<file path="src/wbl_pkg.sv">
// Shared constants for the work bit logic engine
package wbl_pkg;
   localparam int NUM_BITS = 8;
   localparam int NUM_EV   = 6;
   localparam int SEL_W    = 6;
   localparam int DLY_W    = 14;
   localparam int SRC_NUM  = 47;
   localparam logic [DLY_W-1:0] DLY_MAX = 14'h270f;
   // Operation types
   localparam logic [2:0] OP_NONE   = 3'h0;
   localparam logic [2:0] OP_AND_OR = 3'h1;
   localparam logic [2:0] OP_OR_AND = 3'h2;
   localparam logic [2:0] OP_ANY    = 3'h3;
   localparam logic [2:0] OP_ALL    = 3'h4;
   // Register byte offsets; work bit n at WB_BASE + n*16
   localparam logic [7:0] CTRL_OFS = 8'h00;
   localparam logic [7:0] STAT_OFS = 8'h04;
   localparam logic [3:0] WB_FIRST = 4'h4;
   localparam logic [3:0] WB_LAST  = 4'hb;
   localparam logic [1:0] CFG_WORD = 2'h0;
   localparam logic [1:0] SEL_WORD = 2'h1;
   localparam logic [1:0] DLY_WORD = 2'h2;
   // Field positions
   localparam int CTRL_MIN_BIT = 0;
   localparam int CTRL_CLR_BIT = 1;
   localparam int STAT_DOT_BIT = 8;
   localparam int CFG_INV_LSB  = 3;
   localparam int CFG_NC_BIT   = 7;
   localparam int SEL_STRIDE   = 8;
   localparam int DLY_OFF_LSB  = 16;
   // Reset values
   localparam logic [7:0]  CFG_RST = 8'h00;
   localparam logic [31:0] SEL_RST = 32'h0000_0000;
   localparam logic [31:0] DLY_RST = 32'h0000_0000;
   // Register kinds from address decode, and bus response codes
   localparam logic [2:0] K_CTRL = 3'h0;
   localparam logic [2:0] K_STAT = 3'h1;
   localparam logic [2:0] K_CFG  = 3'h2;
   localparam logic [2:0] K_SEL  = 3'h3;
   localparam logic [2:0] K_DLY  = 3'h4;
   localparam logic [2:0] K_BAD  = 3'h7;
   localparam logic [1:0] RESP_OK  = 2'h0;
   localparam logic [1:0] RESP_ERR = 2'h2;
   // Timing: delay unit of one second at 10 ns clock
   localparam int CLK_PERIOD_NS  = 10;
   localparam int UNIT_S         = 1;
   localparam int SEC_CYCLES_DEF = UNIT_S * 1000000000 / CLK_PERIOD_NS;
   localparam int SEC_PER_MIN    = 60;
endpackage : wbl_pkg

</file>
<file path="src/wbl_engine.sv">
// Work bit logic engine with AXI4-Lite configuration
module wbl_engine
   import wbl_pkg::*;
#(
   parameter int SEC_CYCLES = SEC_CYCLES_DEF
)(
   // Clock and reset
   input  wire logic                CLK_IN,
   input  wire logic                NRST_IN,
   // AXI4-Lite write channels
   input  wire logic [7:0]          AWADDR_IN,
   input  wire logic                AWVALID_IN,
   output logic                     AWREADY_OUT,
   input  wire logic [31:0]         WDATA_IN,
   input  wire logic [3:0]          WSTRB_IN,
   input  wire logic                WVALID_IN,
   output logic                     WREADY_OUT,
   output logic [1:0]               BRESP_OUT,
   output logic                     BVALID_OUT,
   input  wire logic                BREADY_IN,
   // AXI4-Lite read channels
   input  wire logic [7:0]          ARADDR_IN,
   input  wire logic                ARVALID_IN,
   output logic                     ARREADY_OUT,
   output logic [31:0]              RDATA_OUT,
   output logic [1:0]               RRESP_OUT,
   output logic                     RVALID_OUT,
   input  wire logic                RREADY_IN,
   // Controller status, same clock
   input  wire logic                CYCLE_TICK_IN,
   input  wire logic [3:0]          ALARM_IN,
   input  wire logic                CTRL_HEAT_IN,
   input  wire logic                CTRL_COOL_IN,
   input  wire logic                INPUT_ERR_IN,
   input  wire logic                HEATER_BURNOUT_ALARM_IN,
   input  wire logic                HEATER_SHORT_ALARM_IN,
   input  wire logic [11:0]         STATE_IN,
   input  wire logic [2:0]          PROG_NUM_IN,
   input  wire logic [4:0]          SEGMENT_IN,
   // Event input pins, asynchronous
   input  wire logic [NUM_EV-1:0]   EVENT_IN,
   // Results
   output logic [NUM_BITS-1:0]      WORK_BIT_OUT,
   output logic                     DISPLAY_DOT_OUT
);
   localparam int SW = $clog2(SEC_CYCLES);

   // Word address decode shared by reads and writes
   function automatic logic [2:0] reg_kind(input logic [7:0] a);
      logic [2:0] k;
      k = K_BAD;
      if (a[7:2] == CTRL_OFS[7:2]) begin
         k = K_CTRL;
      end else if (a[7:2] == STAT_OFS[7:2]) begin
         k = K_STAT;
      end else if (a[7:4] >= WB_FIRST && a[7:4] <= WB_LAST) begin
         if (a[3:2] == CFG_WORD) k = K_CFG;
         else if (a[3:2] == SEL_WORD) k = K_SEL;
         else if (a[3:2] == DLY_WORD) k = K_DLY;
      end
      return k;
   endfunction : reg_kind

   // Byte-lane merge of a write
   function automatic logic [31:0] merge(input logic [31:0] o,
      input logic [31:0] n, input logic [3:0] s);
      logic [31:0] r;
      r = o;
      for (int b = 0; b < 4; b++) begin
         if (s[b]) r[b*8 +: 8] = n[b*8 +: 8];
      end
      return r;
   endfunction : merge

   // One source bit out of the coded list
   function automatic logic pick(input logic [SEL_W-1:0] c,
      input logic [SRC_NUM-1:0] v);
      return (c < SEL_W'(SRC_NUM)) ? v[c] : 1'b0;
   endfunction : pick

   // The four AND/OR forms
   function automatic logic combine(input logic [2:0] op,
      input logic [3:0] x);
      logic r;
      r = 1'b0;
      case (op)
         OP_AND_OR: r = (x[0] & x[1]) | (x[2] & x[3]);
         OP_OR_AND: r = (x[0] | x[2]) & (x[1] | x[3]);
         OP_ANY:    r = |x;
         OP_ALL:    r = &x;
         default:   r = 1'b0;
      endcase
      return r;
   endfunction : combine

   logic                  aw_q, w_q, bvalid_q, rvalid_q;
   logic [7:0]            awaddr_q;
   logic [31:0]           wdata_q, rdata_q;
   logic [3:0]            wstrb_q;
   logic [1:0]            bresp_q, rresp_q;
   logic                  do_wr, cfg_clr, min_q;
   logic [2:0]            wkind;
   logic [2:0]            widx;
   logic [7:0]            cfg_q [NUM_BITS];
   logic [31:0]           sel_q [NUM_BITS];
   logic [31:0]           dly_q [NUM_BITS];
   logic [NUM_EV-1:0]     ev_s1, ev_s2, ev_s3, ev_q;
   logic [SW-1:0]         sec_cnt_q;
   logic [5:0]            min_cnt_q;
   logic                  sec_pulse, unit_pulse;
   logic                  first_q, dot_q;
   logic [SRC_NUM-1:0]    src;
   logic [NUM_BITS-1:0]   res, r_q, y_q;
   logic [DLY_W-1:0]      cnt_q [NUM_BITS];
   logic [DLY_W-1:0]      tgt [NUM_BITS];

   // Write side: address and data taken in either order
   assign AWREADY_OUT = !aw_q && !bvalid_q;
   assign WREADY_OUT  = !w_q && !bvalid_q;
   assign do_wr       = aw_q && w_q && !bvalid_q;
   assign wkind       = reg_kind(awaddr_q);
   assign widx        = 3'(awaddr_q[7:4] - WB_FIRST);
   assign cfg_clr     = do_wr && wkind == K_CTRL && wstrb_q[0]
                        && wdata_q[CTRL_CLR_BIT];

   always_ff @(posedge CLK_IN) begin
      if (!NRST_IN) begin
         aw_q     <= 1'b0;
         w_q      <= 1'b0;
         awaddr_q <= 8'h00;
         wdata_q  <= 32'h0000_0000;
         wstrb_q  <= 4'h0;
      end else begin
         if (AWVALID_IN && AWREADY_OUT) begin
            aw_q     <= 1'b1;
            awaddr_q <= AWADDR_IN;
         end else if (do_wr) begin
            aw_q <= 1'b0;
         end
         if (WVALID_IN && WREADY_OUT) begin
            w_q     <= 1'b1;
            wdata_q <= WDATA_IN;
            wstrb_q <= WSTRB_IN;
         end else if (do_wr) begin
            w_q <= 1'b0;
         end
      end
   end

   // Write response, held until accepted
   always_ff @(posedge CLK_IN) begin
      if (!NRST_IN) begin
         bvalid_q <= 1'b0;
         bresp_q  <= RESP_OK;
      end else if (do_wr) begin
         bvalid_q <= 1'b1;
         bresp_q  <= (wkind == K_BAD) ? RESP_ERR : RESP_OK;
      end else if (BREADY_IN) begin
         bvalid_q <= 1'b0;
      end
   end

   // Configuration store; clear loads the no-operation defaults
   always_ff @(posedge CLK_IN) begin
      if (!NRST_IN || cfg_clr) begin
         for (int i = 0; i < NUM_BITS; i++) begin
            cfg_q[i] <= CFG_RST;
            sel_q[i] <= SEL_RST;
            dly_q[i] <= DLY_RST;
         end
      end else if (do_wr) begin
         case (wkind)
            K_CFG: begin
               if (wstrb_q[0]) cfg_q[widx] <= wdata_q[7:0];
            end
            K_SEL: sel_q[widx] <= merge(sel_q[widx], wdata_q, wstrb_q);
            K_DLY: dly_q[widx] <= merge(dly_q[widx], wdata_q, wstrb_q);
            default: ;
         endcase
      end
   end

   // Delay unit select is not reset by a clear; the clearing write loads it from bit 0
   always_ff @(posedge CLK_IN) begin
      if (!NRST_IN) begin
         min_q <= 1'b0;
      end else if (do_wr && wkind == K_CTRL && wstrb_q[0]) begin
         min_q <= wdata_q[CTRL_MIN_BIT];
      end
   end

   // Read side: one read at a time, data from flip-flops
   assign ARREADY_OUT = !rvalid_q;
   always_ff @(posedge CLK_IN) begin
      if (!NRST_IN) begin
         rvalid_q <= 1'b0;
         rdata_q  <= 32'h0000_0000;
         rresp_q  <= RESP_OK;
      end else if (ARVALID_IN && ARREADY_OUT) begin
         rvalid_q <= 1'b1;
         rresp_q  <= RESP_OK;
         rdata_q  <= 32'h0000_0000;
         case (reg_kind(ARADDR_IN))
            K_CTRL: rdata_q[CTRL_MIN_BIT] <= min_q;
            K_STAT: rdata_q <= {23'h000000, dot_q, y_q};
            K_CFG:  rdata_q[7:0] <= cfg_q[3'(ARADDR_IN[7:4] - WB_FIRST)];
            K_SEL:  rdata_q <= sel_q[3'(ARADDR_IN[7:4] - WB_FIRST)];
            K_DLY:  rdata_q <= dly_q[3'(ARADDR_IN[7:4] - WB_FIRST)];
            default: rresp_q <= RESP_ERR;
         endcase
      end else if (RREADY_IN) begin
         rvalid_q <= 1'b0;
      end
   end

   assign BVALID_OUT = bvalid_q;
   assign BRESP_OUT  = bresp_q;
   assign RVALID_OUT = rvalid_q;
   assign RDATA_OUT  = rdata_q;
   assign RRESP_OUT  = rresp_q;

   // Event pins: a change counts once stages two and three agree
   always_ff @(posedge CLK_IN) begin
      if (!NRST_IN) begin
         ev_s1 <= '0;
         ev_s2 <= '0;
         ev_s3 <= '0;
         ev_q  <= '0;
      end else begin
         ev_s1 <= EVENT_IN;
         ev_s2 <= ev_s1;
         ev_s3 <= ev_s2;
         ev_q  <= (ev_s2 & ev_s3) | (ev_q & (ev_s2 ^ ev_s3));
      end
   end

   // Second and minute enables for the delay counters
   assign sec_pulse  = sec_cnt_q == SW'(SEC_CYCLES - 1);
   assign unit_pulse = sec_pulse
                       && (!min_q || min_cnt_q == 6'(SEC_PER_MIN - 1));
   always_ff @(posedge CLK_IN) begin
      if (!NRST_IN) begin
         sec_cnt_q <= '0;
         min_cnt_q <= 6'h00;
      end else if (sec_pulse) begin
         sec_cnt_q <= '0;
         min_cnt_q <= (min_cnt_q == 6'(SEC_PER_MIN - 1)) ? 6'h00
                      : min_cnt_q + 6'h01;
      end else begin
         sec_cnt_q <= sec_cnt_q + SW'(1);
      end
   end

   // Power-up flag stays true through the first evaluation only
   always_ff @(posedge CLK_IN) begin
      if (!NRST_IN) begin
         first_q <= 1'b1;
      end else if (CYCLE_TICK_IN) begin
         first_q <= 1'b0;
      end
   end

   // Coded source list, code n at bit n; code 33 is tied low
   assign src = {y_q, SEGMENT_IN, 1'b0, PROG_NUM_IN,
                 STATE_IN,
                 HEATER_SHORT_ALARM_IN, HEATER_BURNOUT_ALARM_IN,
                 INPUT_ERR_IN, CTRL_COOL_IN, CTRL_HEAT_IN,
                 ALARM_IN,
                 ev_q, first_q, 1'b1, 1'b0};

   // Condition each input, combine, invert the result
   always_comb begin
      logic [3:0] x;
      x = 4'h0;
      for (int i = 0; i < NUM_BITS; i++) begin
         for (int k = 0; k < 4; k++) begin
            x[k] = pick(sel_q[i][k*SEL_STRIDE +: SEL_W], src)
                   ^ cfg_q[i][CFG_INV_LSB + k];
         end
         res[i] = (cfg_q[i][2:0] == OP_NONE) ? 1'b0
                  : combine(cfg_q[i][2:0], x)
                    ^ cfg_q[i][CFG_NC_BIT];
         tgt[i] = r_q[i] ? dly_q[i][DLY_W-1:0]
                  : dly_q[i][DLY_OFF_LSB +: DLY_W];
      end
   end

   // All bits sample together; feedback sees last cycle's outputs
   always_ff @(posedge CLK_IN) begin
      if (!NRST_IN) begin
         r_q <= '0;
      end else if (CYCLE_TICK_IN) begin
         r_q <= res;
      end
   end

   // Delay counters; any change of the result starts over
   always_ff @(posedge CLK_IN) begin
      for (int i = 0; i < NUM_BITS; i++) begin
         if (!NRST_IN || cfg_clr) begin
            cnt_q[i] <= '0;
         end else if ((CYCLE_TICK_IN && res[i] != r_q[i])
                      || r_q[i] == y_q[i]) begin
            cnt_q[i] <= '0;
         end else if (unit_pulse && cnt_q[i] != DLY_MAX) begin
            cnt_q[i] <= cnt_q[i] + DLY_W'(1);
         end
      end
   end

   // Output follows the result once its delay has run out
   always_ff @(posedge CLK_IN) begin
      for (int i = 0; i < NUM_BITS; i++) begin
         if (!NRST_IN || cfg_clr || cfg_q[i][2:0] == OP_NONE) begin
            y_q[i] <= 1'b0;
         end else if (r_q[i] != y_q[i]
                      && (tgt[i] == '0 || cnt_q[i] >= tgt[i])) begin
            y_q[i] <= r_q[i];
         end
      end
   end

   // Display dot whenever any bit has an operation type
   always_ff @(posedge CLK_IN) begin
      if (!NRST_IN) begin
         dot_q <= 1'b0;
      end else begin
         dot_q <= 1'b0;
         for (int i = 0; i < NUM_BITS; i++) begin
            if (cfg_q[i][2:0] != OP_NONE) dot_q <= 1'b1;
         end
      end
   end

   // Results go straight to output and status-switch logic
   assign WORK_BIT_OUT    = y_q;
   assign DISPLAY_DOT_OUT = dot_q;
endmodule : wbl_engine

</file>
<file path="config.mk">
export PLATFORM = sky130hd
export DESIGN_NAME = wbl_engine
export DESIGN_NICKNAME = d
export VERILOG_FILES = /design/src/wbl_pkg.sv /design/src/wbl_engine.sv
export SDC_FILE = /design/constraint.sdc
export NUM_CORES = 2
export LEC_CHECK = 0
export BUFFER_PORTS_ARGS = -buffer_cell sky130_fd_sc_hd__buf_2
export CORE_MARGIN = 3
export CORE_UTILIZATION = 40
export CTS_BUF_LIST = sky130_fd_sc_hd__clkbuf_4
export DETAILED_ROUTE_END_ITERATION = 12
export GPL_ROUTABILITY_DRIVEN = 0
export PLACE_DENSITY = 0.54
export SYNTH_ARGS = -nofsm -noshare
export SYNTH_HDL_FRONTEND = slang
export SYNTH_SLANG_ARGS = --single-unit
</file>
<file path="constraint.sdc">
create_clock -name CLK_IN -period 10.5 [get_ports CLK_IN]
set_input_delay 1.05 -clock CLK_IN [delete_from_list [all_inputs] [get_ports CLK_IN]]
set_output_delay 1.05 -clock CLK_IN [all_outputs]
set_load 0.02 [all_outputs]
</file>
==> results by group <==
Clocking
  – Number of buffers added by the clock tree synthesis step: 234
  – TritonCTS clock tree: done
  – Depth of the CTS H-tree: 4
  – Clock insertion delay at the later pin of the skew report: 1.24 ns
  – Number of buffers on the longest clock path: 3
  – Number of sinks driven by the clock tree: 844
  – Clock transition at the register clock pins on the worst setup and hold paths after CTS: 0.06 ns
  – Buffer cell driving the clock tree root: clkbuf_4

Worst setup path
  – Maximum fanout count along the critical path: 21
  – Peak per-stage delay on the critical path: 0.94 ns
  – Startpoint class of the critical path: register
  – Required time at the endpoint of the critical path: 11.33 ns
  – Number of cells on the worst reg-to-reg path: 13
  – Data arrival time at the worst-slack endpoint: 7.16 ns
  – Register-to-register setup slack: 4.17 ns
  – Origin of the critical flop-to-flop path: ev_q[3]
  – Critical path endpoint category: register
  – Buf+Inv Stages, Crit Path: 1
  – End of the worst register-to-register path: cnt_q[0][20]
  – Cell family with the largest share of critical-path delay: compound AO/OA/AOI/OAI gates
  – Critical-path cell list: buf_4, mux4_2, nand2_1, a21oi_1, a211oi_1, o31ai_1, xor2_1, nand2b_1, maj3_1, a311oi_1, xnor2_1, mux2i_2, a2111o_1
  – Master of the slowest instance on the critical path: o31ai_1
  – Type of the setup path with the least slack: reg -> reg

STA
  – Hold Violations, Final: 0
  – Setup repair after global routing missed its margin: false
  – Upper clock frequency limit: 158 MHz
  – Final critical-path share of the clock period: 0.603
  – Clock skew after layout: 0.101 ns
  – Number of endpoints failing setup at the final stage: 0
  – Post-route minimum period: 6.33 ns
  – Transition time at the pin with the least slew margin: 1.33 ns
  – Final-report max-slew violation count: 0
  – Sum Neg Setup Slack: 0 ns
  – Slew headroom: 0.0861

Logic synthesis
  – Xor and xnor area share after synthesis: 0.0235
  – #FFs+latches synth: 844
  – Fraction of the mapped netlist area in simple logic gates: 0.178
  – Part of the Yosys area used for sequential elements: 0.414
  – Number of synthesis warnings: 0
  – Multiplexer share of the synthesized area: 0.236
  – Syn avg cell area: 11.5 sq um
  – Combinational family with the most area after synthesis: multiplexers
  – Asr flop ratio synth: 0
  – Total standard cell area after synthesis: 0.0575 sq mm
  – Post-synth cell types: 105
  – Number of synthesized flops with an enable pin: 688
  – Gate count of the mapped netlist: 5006
  – Compound-cell area share of the yosys netlist: 0.0779
  – Arithmetic-cell share of the synthesized area counting full adders, half adders and majority gates: 0.0288
  – Leading register cell type out of synthesis: edfxtp_1

Routing
  – Routed len/inst: 29.9 microns
  – Post-route antenna net violation count: 0
  – DRC marker count from the first detailed-route iteration: 5758
  – Total Wirelength: 214 mm
  – DRC viols: 0
  – Count of vias placed by the detailed router: 44762
  – Number of iterations in the first detailed-routing pass: 6
  – Ratio of routed vias to standard cells: 6.26

Outcome
  – Run status: complete, no violations

Floorplan
  – Initial core utilization: 0.405
  – Area of the core region: 0.142 sq mm
  – Floorplan die height: 385 microns
  – Number of placement rows: 138
  – Number of ports placed on the die boundary: 145
  – Width of the die: 385 microns
  – Die area: 0.148 sq mm

Final layout
  – Area added between synthesis and finish: 9.53%
  – Final nets: 5272
  – Share of post-route cells with drive strength above 1: 0.219
  – Utilization after layout: 0.443

Power
  – Power per cell area: 129 mW/mm^2
  – Clk pwr share: 0.382
  – Flop pwr share: 0.485
  – Leak Pwr: 22.5 nW
  – Combinational power share: 0.133
  – Internal: 5.75 mW
  – Maximum resistive drop on vdd: 93.6 uV
  – Switching portion of total power: 0.295
  – NetSw: 2.40 mW

Job
  – MaxCap Viol Count: 0

GRT
  – Number of antenna violations at the first check in global routing: 13
  – First-pass GRT wire length: 305 mm
  – Largest net degree at the start of global routing: 124
  – Global route total overflow: 0
  – Via count of the first global-routing pass: 42319
  – Total routing usage reported by global routing: 0.283

Place
  – Post-DP HPWL: 138 mm
  – Number of buffers inserted by port buffering: 138

Worst hold path
  – Cell depth of the worst min-delay path: 3
  – Hold_sp: WDATA_IN[31]
  – Destination of the worst hold path: wdata_q[31]
  – Path class of the lowest-slack min-delay path: in -> reg
registers in the layout, indices dropped and copies added, names as in the netlist, 4 cells and up:
name and cells:
sec_cnt_q 27, wstrb_q 4, cfg_q 64, WORK_BIT_OUT 8
ev_s2 6, awaddr_q 6, dly_q 256, min_cnt_q 6
ev_q 6, RDATA_OUT 32, r_q 8, ev_s1 6
wdata_q 32, ev_s3 6, cnt_q 112, sel_q 256
power by group through the flow:
stage	Sequential, mW	Clock, mW	Combinational (mW)
after floorplan	3.85	0	0.758
after global placement	4.01	0	1.04
after detailed placement	4.01	0	1.05
after CTS	3.94	3.19	1.07
after global routing	3.96	3.38	1.14
final	3.95	3.11	1.09
layout make-up:
type / count / area (sq um)
diodes: 12 / 30.0
inverters: 97 / 367
flip-flops and latches: 844 / 23800
multi-input cells: 3579 / 31300
clock buffers: 358 / 2690
fillers: 13242 / 79100
repair buffers: 291 / 2000
clock inverters: 74 / 392
well taps: 1890 / 2360
cells in the final DEF, fill, tap and decap left out, types with 44 or more instances in the layout:
| cell | netlist | routed |
|---|---|---|
| edfxtp_1 | 688 | 688 |
| and2_1 | 610 | 608 |
| mux4_2 | 416 | 416 |
| mux2i_1 | 366 | 366 |
| clkbuf_4 | 0 | 358 |
| nand2_1 | 253 | 250 |
| nor2_1 | 223 | 223 |
| dfxtp_1 | 156 | 140 |
| buf_2 | 94 | 135 |
| o21ai_0 | 139 | 134 |
| ha_1 | 130 | 130 |
| nand3_1 | 120 | 119 |
| buf_4 | 10 | 107 |
| a21oi_1 | 105 | 104 |
| inv_1 | 94 | 94 |
| nor4_1 | 94 | 94 |
| nor2b_1 | 88 | 88 |
| xor2_1 | 78 | 78 |
| nand4_1 | 77 | 77 |
| xnor2_1 | 73 | 73 |
| nor3_1 | 67 | 67 |
| clkinv_1 | 1 | 54 |
| a22oi_1 | 49 | 49 |
| a21boi_0 | 45 | 45 |
| dlygate4sd3_1 | 0 | 45 |
| nand3b_1 | 44 | 44 |
| o22ai_1 | 44 | 44 |
cell families after synthesis:
family | Yosys count
other | 1
XOR/XNOR | 152
buffers and inverters | 584
AO/OA/AOI/OAI | 661
adder cells (fa/ha/maj) | 133
AND/OR/NAND/NOR | 1805
flip-flops | 844
multiplexers | 826
worst min-delay path: stages:
cell and delay, ns:
buf_2 0.10, nand2_1 0.06, a21boi_0 0.07
per-stage QoR:
stage / setup slack [ns] / hold WS [ns] / std cells / area (sq um) / total power [mW]
5_1_grt: 3.94 / 0.0550 / 7141 / 63000 / 8.47
3_5_place_dp: 3.89 / 0.420 / 6656 / 59400 / 5.06
3_3_place_gp: 4.01 / 0.418 / 6656 / 59400 / 5.05
2_1_floorplan: 5.80 / 0.412 / 5007 / 57500 / 4.60
4_1_cts: 4.26 / 0.000758 / 7133 / 62900 / 8.20
6_report: 4.17 / 0.155 / 7145 / 63000 / 8.15
what timing repair did:
item | 4_1_cts | 5_1_grt
hold buffers | 45 | 0
hold endpoints to repair | 44 | 0
setup buffers | 0 | 0
resized for setup | 0 | 0
worst max-delay path by stage:
stage / startpoint / endpoint / slack (ns) / cells after the start
floorplan: STATE_IN[5] / cnt_q[1][28] / 5.80 / 14
global placement: STATE_IN[8] / cnt_q[0][23] / 4.01 / 13
detailed placement: STATE_IN[1] / cnt_q[1][36] / 3.89 / 13
CTS: ev_q[3] / cnt_q[0][15] / 4.26 / 13
global route: ev_q[3] / cnt_q[0][15] / 3.94 / 13
finish: ev_q[3] / cnt_q[0][20] / 4.17 / 13
synth_stat cells (all sizes together) (11+ instances only):
master     n  area, sq um
nor2b     88          551
nand3    120          601
ha       130         1630
and3      43          269
a21oi    106          534
nand4     77          482
buf      166          847
or3       26          163
and2     610         3820
clkbuf   321         1200
nand3b    44          330
dfxtp    156         3120
and3b     14          126
a31oi     38          259
a311oi    15          144
edfxtp   688        20700
nand2    253          950
nor2     224          843
xnor2     73          639
o221ai    12          105
nor3      68          345
a21boi    46          345
o211ai    14          105
xor2      79          711
nor4b     16          140
mux2i    367         3680
mux2      41          462
a211oi    16          130
a22oi     50          380
nor3b     17          128
nor4     109          776
nand2b    42          263
nand4b    12          105
inv       96          360
a32oi     11         96.3
o22ai     44          275
or4       13         97.6
a21o      41          308
o21ai    152          761
a2111oi   16          143
mux4     418         9420
per-layer routing:
metal / GRT usage / part of all wire / vias to the layer above / wire length [microns]
met5: 0.00364 / 0.00043 / - / 92
met4: 0.126 / 0.043 / 6 / 9210
met3: 0.0764 / 0.11 / 499 / 24500
met2: 0.416 / 0.44 / 2686 / 93300
met1: 0.391 / 0.41 / 22232 / 86700
li1: - / - / 19339 / -
Power figures use the tool's default switching activity.
